===== config.mk =====
export PLATFORM = sky130hd
export DESIGN_NAME = ifsb_bank
export DESIGN_NICKNAME = d
export VERILOG_FILES = /design/src/inc/ifsb_pkg.sv /design/src/hdl/ifsb_bank.sv /design/src/hdl/ifsb_flag_reg.sv
export VERILOG_INCLUDE_DIRS = /design/src /design/src/inc
export SDC_FILE = /design/constraint.sdc
export NUM_CORES = 1
export LEC_CHECK = 0
export ABC_CLOCK_PERIOD_IN_PS = 4000
export BUFFER_PORTS_ARGS = -buffer_cell sky130_fd_sc_hd__buf_2
export CAP_MARGIN = 20
export CORE_AREA = 3 3 102 114
export DETAILED_ROUTE_END_ITERATION = 10
export DIE_AREA = 0 0 105 117
export GPL_ROUTABILITY_DRIVEN = 0
export PLACE_DENSITY = 0.83
export SYNTH_ARGS = -nofsm -noshare
export SYNTH_HDL_FRONTEND = slang
export SYNTH_SLANG_ARGS = --single-unit

===== constraint.sdc =====
create_clock -name pclk -period 4 [get_ports pclk]
set_input_delay 0.8 -clock pclk [delete_from_list [all_inputs] [get_ports pclk]]
set_output_delay 0.8 -clock pclk [all_outputs]
set_load 0.03 [all_outputs]

===== src/inc/ifsb_regs.svh =====
`ifndef IFSB_REGS_SVH
`define IFSB_REGS_SVH

// ****************************************************************
// Register byte offsets on the APB.
// ****************************************************************
`define IFSB_OFF_FLAGS3 12'h000
`define IFSB_OFF_FLAGS4 12'h004
`define IFSB_OFF_STATUS 12'h008
`define IFSB_OFF_MASK   12'h00c

// ****************************************************************
// Field positions in the third flag word.
// ****************************************************************
`define IFSB_B3_CALENDAR    14
`define IFSB_B3_DMA5_DONE   13
`define IFSB_B3_CODEC_EVENT 12
`define IFSB_B3_CODEC_ERROR 11

// ****************************************************************
// Field positions in the fourth flag word.
// ****************************************************************
`define IFSB_B4_AUDIO_LEFT  15
`define IFSB_B4_AUDIO_RIGHT 14
`define IFSB_B4_CAN_TX      6
`define IFSB_B4_DMA7_DONE   5
`define IFSB_B4_DMA6_DONE   4
`define IFSB_B4_CHECKSUM    3
`define IFSB_B4_UART2_ERROR 2
`define IFSB_B4_UART1_ERROR 1

// ****************************************************************
// Implemented bits and reset values.
// ****************************************************************
`define IFSB_IMPL3       16'h7800
`define IFSB_IMPL4_BASE  16'h003e
`define IFSB_IMPL4_CAN   16'h0040
`define IFSB_IMPL4_AUDIO 16'hc000
`define IFSB_RST_FLAGS   16'h0000
`define IFSB_RST_STATUS  32'h0000_0000
`define IFSB_RST_MASK    32'h0000_0000

`endif


===== src/inc/ifsb_pkg.sv =====
`default_nettype none

package ifsb_pkg;

	// Register selected by an APB address.
	typedef enum logic [2:0]
	{
		SEL_FLAGS3,
		SEL_FLAGS4,
		SEL_STATUS,
		SEL_MASK,
		SEL_NONE
	} ifsb_sel_type;

	typedef logic [15:0] ifsb_word_type;

endpackage : ifsb_pkg

`default_nettype wire


===== src/hdl/ifsb_bank.sv =====
// Chosen here: the APB register port and the register addresses.
`timescale 1ns/100ps
`default_nettype none

`include "ifsb_regs.svh"

module ifsb_bank
#(
	parameter bit HAS_CAN   = 1'b1,
	parameter bit HAS_AUDIO = 1'b1
)
(
	// Clock and reset
	input  wire logic        pclk,
	input  wire logic        presetn,
	// APB slave
	input  wire logic [11:0] paddr,
	input  wire logic        psel,
	input  wire logic        penable,
	input  wire logic        pwrite,
	input  wire logic [31:0] pwdata,
	input  wire logic [3:0]  pstrb,
	output var  logic [31:0] prdata,
	output var  logic        pready,
	output var  logic        pslverr,
	// Source requests, one-cycle pulses
	input  wire logic        calendar_clock_req,
	input  wire logic        dma_ch5_done_req,
	input  wire logic        codec_if_event_req,
	input  wire logic        codec_if_error_req,
	input  wire logic        audio_conv_left_req,
	input  wire logic        audio_conv_right_req,
	input  wire logic        can_transmit_req,
	input  wire logic        dma_ch7_done_req,
	input  wire logic        dma_ch6_done_req,
	input  wire logic        checksum_gen_req,
	input  wire logic        serial_port2_error_req,
	input  wire logic        serial_port1_error_req,
	// Pending flags
	output var  logic [15:0] interrupt_flags_word_three,
	output var  logic [15:0] interrupt_flags_word_four,
	// Interrupt
	output var  logic        irq
);

	// ****************************************************************
	// Functions.
	// ****************************************************************

	function automatic ifsb_pkg::ifsb_sel_type sel_of(input logic [11:0] addr);
		ifsb_pkg::ifsb_sel_type sel;
		case (addr)
			`IFSB_OFF_FLAGS3: sel = ifsb_pkg::SEL_FLAGS3;
			`IFSB_OFF_FLAGS4: sel = ifsb_pkg::SEL_FLAGS4;
			`IFSB_OFF_STATUS: sel = ifsb_pkg::SEL_STATUS;
			`IFSB_OFF_MASK:   sel = ifsb_pkg::SEL_MASK;
			default:          sel = ifsb_pkg::SEL_NONE;
		endcase
		return sel;
	endfunction : sel_of

	function automatic logic [15:0] impl_four(input logic can, input logic audio);
		logic [15:0] m;
		m = `IFSB_IMPL4_BASE;
		if (can)
			m = m | `IFSB_IMPL4_CAN;
		if (audio)
			m = m | `IFSB_IMPL4_AUDIO;
		return m;
	endfunction : impl_four

	// ****************************************************************
	// Declarations.
	// ****************************************************************

	localparam logic [15:0] IMPL3 = `IFSB_IMPL3;
	localparam logic [15:0] IMPL4 = impl_four(HAS_CAN, HAS_AUDIO);

	ifsb_pkg::ifsb_sel_type sel;
	logic                   setup;
	logic                   access;
	logic                   wr_access;
	logic                   rd_access;

	ifsb_pkg::ifsb_word_type set_vec [2];
	ifsb_pkg::ifsb_word_type flags   [2];
	logic [1:0]              flag_wr;
	logic [15:0]             flag_be;
	logic [31:0]             events;

	logic [31:0] status_q;
	logic [31:0] status_d;
	logic [31:0] mask_q;
	logic [31:0] rd_clr_q;
	logic [31:0] prdata_q;
	logic [31:0] rd_value;

	// ****************************************************************
	// APB decode.
	// ****************************************************************

	assign sel       = sel_of(paddr);
	assign setup     = psel & ~penable;
	assign access    = psel & penable;
	assign wr_access = access & pwrite;
	assign rd_access = access & ~pwrite;

	// Read data is taken at the setup edge, so the slave never waits.
	assign pready  = 1'b1;
	assign pslverr = access & (sel == ifsb_pkg::SEL_NONE);

	// ****************************************************************
	// Request mapping.
	// ****************************************************************

	always_comb
	begin
		set_vec[0] = '0;
		set_vec[1] = '0;
		set_vec[0][`IFSB_B3_CALENDAR]    = calendar_clock_req;
		set_vec[0][`IFSB_B3_DMA5_DONE]   = dma_ch5_done_req;
		set_vec[0][`IFSB_B3_CODEC_EVENT] = codec_if_event_req;
		set_vec[0][`IFSB_B3_CODEC_ERROR] = codec_if_error_req;
		set_vec[1][`IFSB_B4_AUDIO_LEFT]  = audio_conv_left_req & HAS_AUDIO;
		set_vec[1][`IFSB_B4_AUDIO_RIGHT] = audio_conv_right_req & HAS_AUDIO;
		set_vec[1][`IFSB_B4_CAN_TX]      = can_transmit_req & HAS_CAN;
		set_vec[1][`IFSB_B4_DMA7_DONE]   = dma_ch7_done_req;
		set_vec[1][`IFSB_B4_DMA6_DONE]   = dma_ch6_done_req;
		set_vec[1][`IFSB_B4_CHECKSUM]    = checksum_gen_req;
		set_vec[1][`IFSB_B4_UART2_ERROR] = serial_port2_error_req;
		set_vec[1][`IFSB_B4_UART1_ERROR] = serial_port1_error_req;
	end

	// ****************************************************************
	// Flag words.
	// ****************************************************************

	assign flag_wr[0] = wr_access & (sel == ifsb_pkg::SEL_FLAGS3);
	assign flag_wr[1] = wr_access & (sel == ifsb_pkg::SEL_FLAGS4);
	assign flag_be    = {{8{pstrb[1]}}, {8{pstrb[0]}}};

	generate
		for (genvar gi = 0; gi < 2; gi++)
		begin : g_word
			ifsb_flag_reg
			#(
				.WIDTH (16),
				.IMPL  ((gi == 0) ? IMPL3 : IMPL4)
			)
			u_flags
			(
				.pclk    (pclk),
				.presetn (presetn),
				.set_vec (set_vec[gi]),
				.wr_en   (flag_wr[gi]),
				.wr_be   (flag_be),
				.wr_data (pwdata[15:0]),
				.flags   (flags[gi])
			);
		end
	endgenerate

	assign interrupt_flags_word_three = flags[0];
	assign interrupt_flags_word_four  = flags[1];

	// ****************************************************************
	// Interrupt status and mask.
	// ****************************************************************

	// Every accepted source request is also an event for the summary output.
	assign events = {set_vec[1] & IMPL4, set_vec[0] & IMPL3};

	// Only bits that were returned by the read are cleared; new events win.
	always_comb
	begin
		status_d = status_q;
		if (rd_access && (sel == ifsb_pkg::SEL_STATUS))
			status_d = status_q & ~rd_clr_q;
		status_d = status_d | events;
	end

	always_ff @(posedge pclk or negedge presetn)
	begin
		if (!presetn)
			status_q <= `IFSB_RST_STATUS;
		else
			status_q <= status_d;
	end

	generate
		for (genvar bi = 0; bi < 4; bi++)
		begin : g_mask_lane
			always_ff @(posedge pclk or negedge presetn)
			begin
				if (!presetn)
					mask_q[bi*8 +: 8] <= 8'(`IFSB_RST_MASK >> (bi*8));
				else if (wr_access && (sel == ifsb_pkg::SEL_MASK) && pstrb[bi])
					mask_q[bi*8 +: 8] <= pwdata[bi*8 +: 8];
			end
		end
	endgenerate

	always_ff @(posedge pclk or negedge presetn)
	begin
		if (!presetn)
			irq <= 1'b0;
		else
			irq <= |(status_d & mask_q);
	end

	// ****************************************************************
	// Read path.
	// ****************************************************************

	always_comb
	begin
		case (sel)
			ifsb_pkg::SEL_FLAGS3: rd_value = {16'h0000, flags[0]};
			ifsb_pkg::SEL_FLAGS4: rd_value = {16'h0000, flags[1]};
			ifsb_pkg::SEL_STATUS: rd_value = status_q;
			ifsb_pkg::SEL_MASK:   rd_value = mask_q;
			default:              rd_value = 32'h0000_0000;
		endcase
	end

	always_ff @(posedge pclk or negedge presetn)
	begin
		if (!presetn)
			prdata_q <= 32'h0000_0000;
		else if (setup && !pwrite)
			prdata_q <= rd_value;
	end

	// Remembers which status bits this read returned, so later ones survive.
	always_ff @(posedge pclk or negedge presetn)
	begin
		if (!presetn)
			rd_clr_q <= 32'h0000_0000;
		else if (setup)
			rd_clr_q <= (!pwrite && (sel == ifsb_pkg::SEL_STATUS)) ? status_q : 32'h0000_0000;
	end

	assign prdata = prdata_q;

endmodule : ifsb_bank

`default_nettype wire


===== src/hdl/ifsb_flag_reg.sv =====
`timescale 1ns/100ps
`default_nettype none

module ifsb_flag_reg
#(
	parameter int               WIDTH = 16,
	parameter logic [WIDTH-1:0] IMPL  = '0
)
(
	// Clock and reset
	input  wire logic             pclk,
	input  wire logic             presetn,
	// Hardware requests
	input  wire logic [WIDTH-1:0] set_vec,
	// Software write
	input  wire logic             wr_en,
	input  wire logic [WIDTH-1:0] wr_be,
	input  wire logic [WIDTH-1:0] wr_data,
	// Pending flags
	output var  logic [WIDTH-1:0] flags
);

	logic [WIDTH-1:0] flags_q;
	logic [WIDTH-1:0] flags_d;

	// A request in the same cycle as a clearing write still sets the flag.
	always_comb
	begin
		flags_d = flags_q;
		if (wr_en)
			flags_d = (flags_q & ~wr_be) | (wr_data & wr_be);
		flags_d = (flags_d | set_vec) & IMPL;
	end

	always_ff @(posedge pclk or negedge presetn)
	begin
		if (!presetn)
			flags_q <= '0;
		else
			flags_q <= flags_d;
	end

	assign flags = flags_q;

endmodule : ifsb_flag_reg

`default_nettype wire


# Word level (Yosys, flattened, before mapping)
# Cells that the tools add are included.
[totals]
regBits = 141
in_bits = 65
output_inout_bits = 67
wordCells = 56
[op_classes]
eq_ne = 7
muxes = 6
bitwise = 21
reduce_logical = 12
[ops]
columns = ["operator", "n"]
rows = [
  ["$pmux 32 s4", 1],
  ["$and 32x32->32", 2],
  ["$mux 32", 2],
  ["$and 16x16->16", 2],
  ["$not 32->32", 1],
  ["$or 16x16->16", 2],
  ["$or 32x32->32", 1],
  ["$reduce_or 32->1", 1],
  ["$or 15x15->15", 2],
  ["$eq 12x4->1 const B", 2],
  ["$mux 16", 1],
  ["$not 16->16", 1],
  ["$and 15x15->15", 1],
  ["$mux 15", 1],
  ["$eq 12x3->1 const B", 1],
  ["$logic_not 12->1", 1],
  ["$pmux 3 s4", 1],
  ["$logic_and 1x1->1", 8],
  ["$and 1x1->1", 7],
  ["$eq 3x2->1 const B", 2],
  ["$eq 3x1->1 const B", 1],
  ["$eq 3x3->1 const B", 1],
  ["$logic_not 3->1", 1],
  ["$not 1->1", 2],
  ["$logic_not 1->1", 1],
]

# Logic depth before layout (Yosys ltp)
# Gate-level depths: netlist of run 1.
[depth]
ltp_word = 8
ltp_mapped = 9
ltp_nobuf = 6

# Modules after synthesis
# A second synthesis of run 1 with hierarchy kept.
[hier_totals]
cells_unflattened = 527
area_unflattened_um2 = 6133.4
[by_module_without_submodules]
columns = ["module", "instances", "cells_each", "area_per_inst_um2", "seq_area_each_um2"]
rows = [
  ["ifsb_bank", 1, 468, 5445.2, 3228.1],
  ["ifsb_flag_reg at g_word[1].u_flags", 1, 34, 424.2, 200.2],
  ["ifsb_flag_reg at g_word[0].u_flags", 1, 25, 264.0, 100.1],
]

# Worst setup path before layout of run 1
# No wires, ideal clock.
[synth_timing]
path_kind = "input port to flip-flop"
startpoint = "input port paddr[11]"
endpoint = "register mask_q[0]"
setup_ns = 0.125
t_arrival_ns = 2.700
t_required_ns = 3.875
setup_slack_ns = 1.175
stages = 7
path_buffers = 2
cell_sequence = "or4_4 nor4_2 and3_1 buf_2 and4_1 buf_2 mux2_2"
[synth_between]
elab_chain_cells = 5
word_cells_on_any_way = 8
classes_between = "eq/ne: 4; mux: 1; reduce/logical: 3"
[synth_lines]
columns = ["item", "line", "rtl"]
rows = [
  ["from (decl)", "ifsb_bank.sv:17", "input wire logic [11:0] paddr,"],
  ["$eq 12x4->1, or another cell as far along", "ifsb_bank.sv:52", "case (addr)"],
  ["$pmux 3 s4 (*)", "ifsb_bank.sv:52", ""],
  ["$eq 3x2->1 (*)", "ifsb_bank.sv:197", "else if (wr_access && (sel == ifsb_pkg::SEL_MASK) && pstrb[bi])"],
  ["$logic_and 1x1->1 (*) (2 in a row)", "ifsb_bank.sv:197", ""],
  ["to (signal, indexed assignment)", "ifsb_bank.sv:196", "mask_q[bi*8 +: 8] <= 8'(`IFSB_RST_MASK >> (bi*8));"],
  ["to (signal, indexed assignment)", "ifsb_bank.sv:198", "mask_q[bi*8 +: 8] <= pwdata[bi*8 +: 8];"],
  ["to (decl)", "ifsb_bank.sv:93", "logic [31:0] mask_q;"],
]
# Mark *: on every way between the ends. The rest lies on a longest branch, timed or not.
# A chain may end at the register's enable or synchronous reset.

# Final worst setup path of run 1
[layout_timing]
startpoint = "input port paddr[11]"
endpoint = "output port pslverr"
[layout_between]
elab_chain_cells = 4
word_cells_on_any_way = 7
classes_between = "eq/ne: 4; mux: 1; bitwise: 1; reduce/logical: 1"
[layout_lines]
columns = ["item", "line", "rtl"]
rows = [
  ["$eq 12x4->1, or another cell as far along", "ifsb_bank.sv:52", ""],
  ["$pmux 3 s4 (*)", "ifsb_bank.sv:52", ""],
  ["$eq 3x3->1 (*)", "ifsb_bank.sv:110", "assign pslverr = access & (sel == ifsb_pkg::SEL_NONE);"],
  ["$and 1x1->1 (*)", "ifsb_bank.sv:110", ""],
  ["to (decl)", "ifsb_bank.sv:25", "output var logic pslverr,"],
]
# Marked as above.

==> results of run 1 <==
[cells in the final DEF, fill, tap and decap left out, drive strengths merged, types with 7 or more instances in the layout]
master    n
clkbuf   21
mux2i    10
a21o     10
a22oi    24
buf     124
nor2     36
a21boi   18
nand2    28
a222oi   11
a21oi    38
dfrtp   141
mux2     30
a31oi    11
o21ai    14
a22o     33
inv      20
conb     21
nor4      7
[cell families after synthesis]
family,Yosys count,share of synthesized area (%)
other,2,0.124
and+or+nand+nor,98,8.72
DFF,141,58.2
buffers and inverters,70,5.95
muxes,40,7.23
AOI/OAI and AO/OA,167,19.7
[power breakdown]
group | total [mW] | switching [mW] | internal, mW | leakage (nW)
Combinational | 0.342 | 0.252 | 0.0899 | 1.40
Sequential | 1.50 | 0.0266 | 1.48 | 1.74
Clock | 1.68 | 0.577 | 1.11 | 0.315
Total | 3.53 | 0.856 | 2.67 | 3.46
[state kept, by name (all words and copies together) (netlist names)]
signal                flops
rd_clr_q                 32
prdata                   32
mask_q                   32
g_word.u_flags.flags     12
irq                       1
status_q                 32
[worst max-delay path, cell delays in order]
cell and delay, ps:
buf_2 90, or4_4 580, nor4_2 410, nor2b_1 100, buf_2 190
[metal layers]
metal	global-route usage [%]	routed length, um	vias up
met2	45.6	8140	244
met3	6.86	1260	44
li1	-	-	2076
met1	31.0	5760	2350
met4	11.5	461	0
met5	0	0	-
[cell type report]
cell class	count	share of cell area, %
Inverter	19	0.970
Multi-Input combinational cell	326	30.9
Tap cell	143	2.43
Timing Repair Buffer	124	9.00
Clock buffer	21	6.53
Sequential cell	141	48.0
Clock inverter	10	2.18
[how the worst max path moves through the flow]
stage              start        end  slack [ps]  cells after the start
5_1_grt        paddr[11]    pslverr         980                      5
3_5_place_dp    paddr[2]        irq         710                      8
6_report       paddr[11]    pslverr        1030                      5
3_3_place_gp   paddr[11]        irq         780                      8
2_1_floorplan  paddr[11]  mask_q[0]        1180                      7
4_1_cts        paddr[11]    pslverr        1050                      5
[stage by stage]
| stage | cell area, um^2 | setup WS (ps) | util, % | hold slack (ps) | cells |
|---|---|---|---|---|---|
| floorplan | 6130 | 1180 | - | 434 | 537 |
| global placement | 6720 | 777 | 64.3 | 456 | 753 |
| detailed placement | 6720 | 706 | 64.3 | 455 | 753 |
| CTS | 7360 | 1050 | 70.4 | 481 | 784 |
| global route | 7360 | 975 | 70.4 | 498 | 784 |
| finish | 7360 | 1030 | 70.4 | 453 | 784 |
==> flow_metrics.py, run 1 <==
metrics = {
    "layout": {
        "antenna_cells": 0,
        "multiInputGateArea_mm2": 0.00227,
        "fin_nets": 694,
        "layout-drive-gt1-share_pct": 31.7,
        "num-fill-cells": 710,
        "area_growth_pct": 21.4,
        "regArea_mm2": 0.00353,
    },
    "routing": {
        "ant_nets": 0,
        "drt_iter0_drc": 427,
        "drt-total-wl_mm": 15.6,
        "drcViolationCount": 0,
        "via_count": 4714,
        "drt_pre_antenna_iters": 6,
        "viasPerCell": 6.01,
        "wire_per_inst_um": 19.9,
    },
    "synth": {
        "ys_ff_latch": 141,
        "async_flop_share_pct": 100,
        "avgSynthCellArea_um2": 11.7,
        "synthCells": 518,
        "syn_area_mm2": 0.00606,
        "yosysMostFrequentCell": "dfrtp_1",
        "ys_warn_count": 0,
        "seq_area_frac_synth_pct": 58.2,
        "ys.flop_type": "dfrtp_1",
        "ys_top_cells_by_area": "dfrtp_1 58%, mux2_2 5.6%, a22o_1 4.8%",
        "synthDistinctLibCells": 42,
        "synth.largest_area_cell": "dfrtp_1",
        "synth_top_area_share_pct": 58.2,
        "synth_edf_count": 0,
        "netlist_top_cells_count": "141 x dfrtp_1, 38 x a21oi_1, 36 x nor2_1",
    },
    "timing": {
        "hold_viol": 0,
        "clock.fmax_mhz": 337,
        "period_share_pct": 74.2,
        "setup-violations-final": 0,
        "slew_violations": 0,
        "grt_setup_unrepaired": "false",
        "period_minus_slack_ps": 2970,
        "fin_skew_ps": 5.69,
        "tns_ps": 0,
        "slew-limit-headroom_pct": 45.2,
        "tightest_slew_ps": 823,
    },
    "global_routing": {
        "grt_start_max_net_pins": 91,
        "grt_usage_pct": 26.1,
        "grt_pass1_vias": 4827,
        "grt_pass1_wl_mm": 24.5,
        "overflow": 0,
        "antenna_found_initial": 0,
    },
    "setup_path": {
        "crit_arrival_ps": 2170,
        "reg2reg_to": "irq",
        "worstSetupPathType": "input pin to output port",
        "critPathLaunchType": "input pin",
        "endpoint_kind": "output port",
        "r2r_slack_ps": 2390,
        "cp.required_ps": 3200,
        "rr_startpoint": "status_q[9]",
        "worstPathMaxFanout": 5,
        "rr_worst_depth": 5,
    },
    "job": {
        "cap_viol_max_count": 0,
    },
    "place": {
        "io_buffer_count": 110,
        "dp_hpwl_mm": 10.7,
    },
    "die": {
        "std_cell_rows": 39,
        "start_util_pct": 58.0,
        "die_h_um": 117,
        "io_pins": 132,
        "dieArea_mm2": 0.0123,
        "die_x_um": 105,
        "core_area_mm2": 0.0104,
    },
    "cts": {
        "clock_tree.root_cell": "clkbuf_16",
        "cts_resized": 0,
        "cts_tree": "done",
        "cts.sinks": 141,
        "clk_pin_slew_ps": 50,
        "htreeDepth": 4,
        "postCtsHoldBufs": 0,
        "cts_buffers": 17,
        "clock_path_buffers": 2,
        "clk_latency_ps": 410,
        "post_cts_buffers": 0,
    },
    "pwr": {
        "leakage_nw": 3.46,
        "p_total_mw": 3.53,
        "ir_worst_vdd_mv": 0.326,
        "cellPowerDensity_mw_per_mm2": 480,
    },
    "status": {
        "status": "completed",
    },
    "worst_hold_path": {
        "hold_path_class": "input pin to asynchronous set/reset pin",
    },
}
Power figures use the tool's default switching activity.
==> run 2: changes to the inputs <==
ABC_CLOCK_PERIOD_IN_PS = 3000   (was 4000)
CORE_AREA = 3 3 105 118   (was 3 3 102 114)
DIE_AREA = 0 0 108 121   (was 0 0 105 117)
PLACE_DENSITY = 0.78   (was 0.83)
clock period = 3 ns   (was 4 ns; I/O delays follow)
==> run 2 against run 1 <==
Against the previous run:
- worst hold slack got worse by 300 ps
- routed wire length rose by 2.4%
- design area rose by 1.1%
- register-to-register slack got worse by 1100 ps
- global-route usage fell by 0.84 points
- critical path depth rose by 3
- total power rose by 31%
- non-clock buffer count rose by 5
- sequential power rose by 34%
- first-iteration DRC count fell by 3.0%
==> flow_metrics.py, run 2 (same netlist as run 1, synthesis figures left out) <==
metrics = {
    "die": {
        "die_x_um": 108,
        "dieArea_mm2": 0.0131,
        "core_area_mm2": 0.0113,
        "std_cell_rows": 41,
        "io_pins": 132,
        "start_util_pct": 53.4,
        "die_h_um": 121,
    },
    "layout": {
        "fin_cells": 797,
        "fin_nets": 699,
        "antenna_cells": 0,
        "final_cell_mix": "141 x dfrtp_1, 109 x buf_2, 38 x a21oi_1",
        "area_growth_pct": 22.7,
        "layout-drive-gt1-share_pct": 32.1,
        "final_common_cell": "dfrtp_1",
    },
    "routing": {
        "dr_wl_met3_mm": 1.11,
        "drt-total-wl_mm": 16.0,
        "ant_nets": 0,
        "via_count": 4693,
        "wl_met1_mm": 6.23,
        "drcViolationCount": 0,
        "dr_wl_met2_mm": 8.18,
        "drt_iter0_drc": 414,
        "wire_per_inst_um": 20.1,
        "top_layer": "met5",
        "drt_pre_antenna_iters": 7,
        "viasPerCell": 5.89,
    },
    "setup_path": {
        "worstPathMaxFanout": 15,
        "startpoint": "paddr[2]",
        "worstSetupPathType": "input pin to register",
        "rr_startpoint": "status_q[21]",
        "crit_arrival_ps": 2840,
        "cp.required_ps": 3270,
        "endpoint_kind": "register",
        "rr_worst_depth": 5,
        "critPathLaunchType": "input pin",
    },
    "timing": {
        "setup-violations-final": 0,
        "slew-limit-headroom_pct": 57.3,
        "clock.fmax_mhz": 389,
        "tightest_slew_ps": 639,
        "fin_skew_ps": 5.93,
        "grt_setup_unrepaired": "false",
        "period_share_pct": 85.7,
        "period_minus_slack_ps": 2570,
        "hold_viol": 0,
        "slew_violations": 0,
        "tns_ps": 0,
        "setup_ws_ps": 429,
    },
    "pwr": {
        "ir_worst_vdd_mv": 0.485,
        "leakage_nw": 3.49,
        "cellPowerDensity_mw_per_mm2": 623,
    },
    "place": {
        "dp_hpwl_mm": 10.5,
        "post-place-cells": 765,
        "io_buffer_count": 110,
        "pre_cts_slack_ps": 112,
    },
    "cts": {
        "clock_path_buffers": 2,
        "clk_latency_ps": 410,
        "post_cts_buffers": 0,
        "cts.sinks": 141,
        "cts_tree": "done",
        "cts_buffers": 17,
        "postCtsHoldBufs": 0,
        "htreeDepth": 4,
        "cts_resized": 0,
        "clock_tree.root_cell": "clkbuf_16",
        "clk_pin_slew_ps": 60,
    },
    "global_routing": {
        "grt_pass1_wl_mm": 25.1,
        "grt_pass1_vias": 4764,
        "overflow": 0,
        "antenna_found_initial": 1,
        "grt_usage_pct": 25.3,
        "grt_start_max_net_pins": 64,
    },
    "status": {
        "status": "completed",
    },
    "job": {
        "cap_viol_max_count": 0,
    },
    "worst_hold_path": {
        "hold_path_class": "input pin to asynchronous set/reset pin",
    },
}
-- run 2: metrics by stage --
stage | utilization (%) | power [mW] | cell area [um^2] | hold slack, ps
after floorplan | - | 2.32 | 6130 | 304
after global placement | 60.2 | 2.49 | 6820 | 453
after detailed placement | 60.2 | 2.50 | 6820 | 458
after CTS | 65.6 | 4.65 | 7430 | 181
after global routing | 65.6 | 4.77 | 7430 | 190
final | 65.6 | 4.63 | 7430 | 157
-- run 2: layout make-up --
class	instances	area, um^2
inverters	19	71.3
clock buffers	21	470
fillers	855	3900
multi-input cells	326	2270
repair buffers	129	762
clock inverters	11	140
well taps	150	188
flip-flops and latches	141	3530
-- run 2: path summary, 6_finish.rpt --
check | to | slack [ps]
worst min register to register | status_q[10] | 470
worst min-delay path | prdata[29] | 160
worst max register to register | irq | 1320
min in group pclk | status_q[13] | 400
max in group asynchronous | prdata[3] | 2060
worst max-delay path | irq | 430
-- run 2: per-layer routing --
layer / vias to the layer above / GRT usage [%]
met5: - / 0
met4: 2 / 11.6
met3: 44 / 6.28
met2: 217 / 41.2
met1: 2345 / 31.8
li1: 2085 / -
-- run 2: power by group --
part           internal [mW]  switching, mW  total [mW]
Clock                   1.37          0.792        2.16
Sequential              1.97         0.0388        2.01
Combinational          0.123          0.335       0.458
-- run 2: critical path, stage by stage --
cell and delay, ps:
buf_2 130, or4b_4 600, nor4_2 280, buf_4 270
a31oi_1 110, nor4_1 490, and4_1 270, nand4_1 90
==> run 3: changes to the inputs <==
CORE_AREA = 3 3 150 167   (was 3 3 105 118)
DIE_AREA = 0 0 153 170   (was 0 0 108 121)
PLACE_DENSITY = default   (was 0.78)
SLEW_MARGIN = 20   (was default)
==> run 3 against run 2 <==
Against the previous run:
- design area rose by 2.1%
- register-to-register slack improved by 160 ps
- clock-buffer cell count did not move
- combinational power barely moved
- largest cell class unchanged
- first-iteration DRC count rose by 14%
- setup slack improved by 67 ps
- critical path depth fell by 2
- non-clock buffer count rose by 2
- flip-flop and latch count did not move
- routed wire length rose by 7.2%
- worst hold slack improved by 39 ps
- via count fell by 5.3%
==> flow_metrics.py, run 3 (same netlist as run 1, synthesis figures left out) <==
metrics = {
    "status": {
        "status": "completed",
    },
    "layout": {
        "final_common_cell": "dfrtp_1",
        "multiInputGateArea_mm2": 0.00227,
        "num-fill-cells": 2373,
        "antenna_cells": 0,
        "regArea_mm2": 0.00353,
        "final_cell_mix": "141 x dfrtp_1, 109 x buf_2, 38 x a21oi_1",
        "area_growth_pct": 25.2,
        "fin_nets": 701,
        "layout-drive-gt1-share_pct": 32.4,
    },
    "timing": {
        "setup-violations-final": 0,
        "hold_viol": 0,
        "tns_ps": 0,
        "slew_violations": 0,
        "clock.fmax_mhz": 399,
        "slew-limit-headroom_pct": 53.7,
        "period_share_pct": 83.5,
        "fin_skew_ps": 8.62,
        "grt_setup_unrepaired": "false",
        "period_minus_slack_ps": 2500,
        "tightest_slew_ps": 694,
    },
    "global_routing": {
        "grt_usage_pct": 13.2,
        "antenna_found_initial": 1,
        "grt_start_max_net_pins": 76,
        "grt_pass1_wl_mm": 26.5,
        "overflow": 0,
        "grt_pass1_vias": 4521,
    },
    "cts": {
        "clk_pin_slew_ps": 60,
        "cts_tree": "done",
        "cts_resized": 0,
        "clock_path_buffers": 2,
        "clk_latency_ps": 420,
        "clock_tree.root_cell": "clkbuf_16",
        "cts_buffers": 17,
        "post_cts_buffers": 0,
        "htreeDepth": 4,
        "cts.sinks": 141,
        "postCtsHoldBufs": 0,
    },
    "place": {
        "dp_hpwl_mm": 12.2,
        "io_buffer_count": 110,
    },
    "setup_path": {
        "endpoint_kind": "output port",
        "worstSetupPathType": "input pin to output port",
        "critPathLaunchType": "input pin",
        "rr_startpoint": "status_q[21]",
        "cp.required_ps": 2400,
        "startpoint": "paddr[11]",
        "crit_arrival_ps": 1900,
        "worstPathMaxFanout": 4,
    },
    "routing": {
        "via_count": 4443,
        "viasPerCell": 4.66,
        "drcViolationCount": 0,
        "ant_nets": 0,
        "wire_per_inst_um": 18.0,
        "drt_pre_antenna_iters": 5,
        "drt_iter0_drc": 472,
        "drt-total-wl_mm": 17.1,
    },
    "pwr": {
        "cellPowerDensity_mw_per_mm2": 592,
        "p_total_mw": 4.50,
        "ir_worst_vdd_mv": 0.375,
        "leakage_nw": 3.46,
    },
    "job": {
        "cap_viol_max_count": 0,
    },
    "die": {
        "io_pins": 132,
        "dieArea_mm2": 0.0260,
        "die_x_um": 153,
        "die_h_um": 170,
        "start_util_pct": 25.7,
        "core_area_mm2": 0.0235,
        "std_cell_rows": 59,
    },
    "worst_hold_path": {
        "hold_path_class": "input pin to asynchronous set/reset pin",
    },
}
-- run 3: cell types whose count changed in the layout (fill, tap and decap cells not counted), sizes merged --
| cell | before | now |
|---|---|---|
| buf | 129 | 131 |
| bufinv | 3 | 1 |
| clkinv | 7 | 4 |
| clkinvlp | 1 | 4 |
| inv | 19 | 21 |
-- run 3: cell type report --
class,count,share of cell area [%]
inverter,19,0.940
clock inverter,11,1.43
timing repair buffer,131,9.91
tap,305,5.03
sequential,141,46.5
clock buffer,21,6.20
multi-input combinational,326,30.0
-- run 3: worst paths after layout --
path,endpoint,slack [ps],depth (start not counted)
min in group pclk,status_q[19],390,2
worst max-delay path,pslverr,500,6
worst min-delay path,prdata[29],200,1
worst min register to register,status_q[16],480,1
worst max register to register,irq,1480,5
max in group asynchronous,rd_clr_q[30],1980,2
-- run 3: metrics by stage --
| stage | util, % | instances | hold slack [ps] | instance area (um^2) | worst slack, ps |
|---|---|---|---|---|---|
| after floorplan | - | 537 | 304 | 6130 | 375 |
| after global placement | 29.8 | 922 | 458 | 7010 | 162 |
| after detailed placement | 29.8 | 922 | 462 | 7010 | 157 |
| after CTS | 32.2 | 954 | 231 | 7590 | 494 |
| after global routing | 32.2 | 954 | 236 | 7590 | 419 |
| final | 32.2 | 954 | 196 | 7590 | 496 |
-- run 3: report_power, final --
| group | internal (mW) | switching (mW) |
|---|---|---|
| clock network | 1.21 | 0.817 |
| registers | 1.97 | 0.0354 |
| logic | 0.122 | 0.336 |
| total | 3.31 | 1.19 |
-- run 3: routing by layer --
metal / GRT usage, % / part of all wire (%)
met1: 16.6 / 43
met2: 22.4 / 51
met3: 3.69 / 5.0
met4: 3.60 / 1.2
met5: 0 / 0.052
-- run 3: critical path, stage by stage --
cell	delay, ps
buf_2	100
or4_4	570
nor4_2	260
buf_4	170
nor2b_1	40
buf_2	170
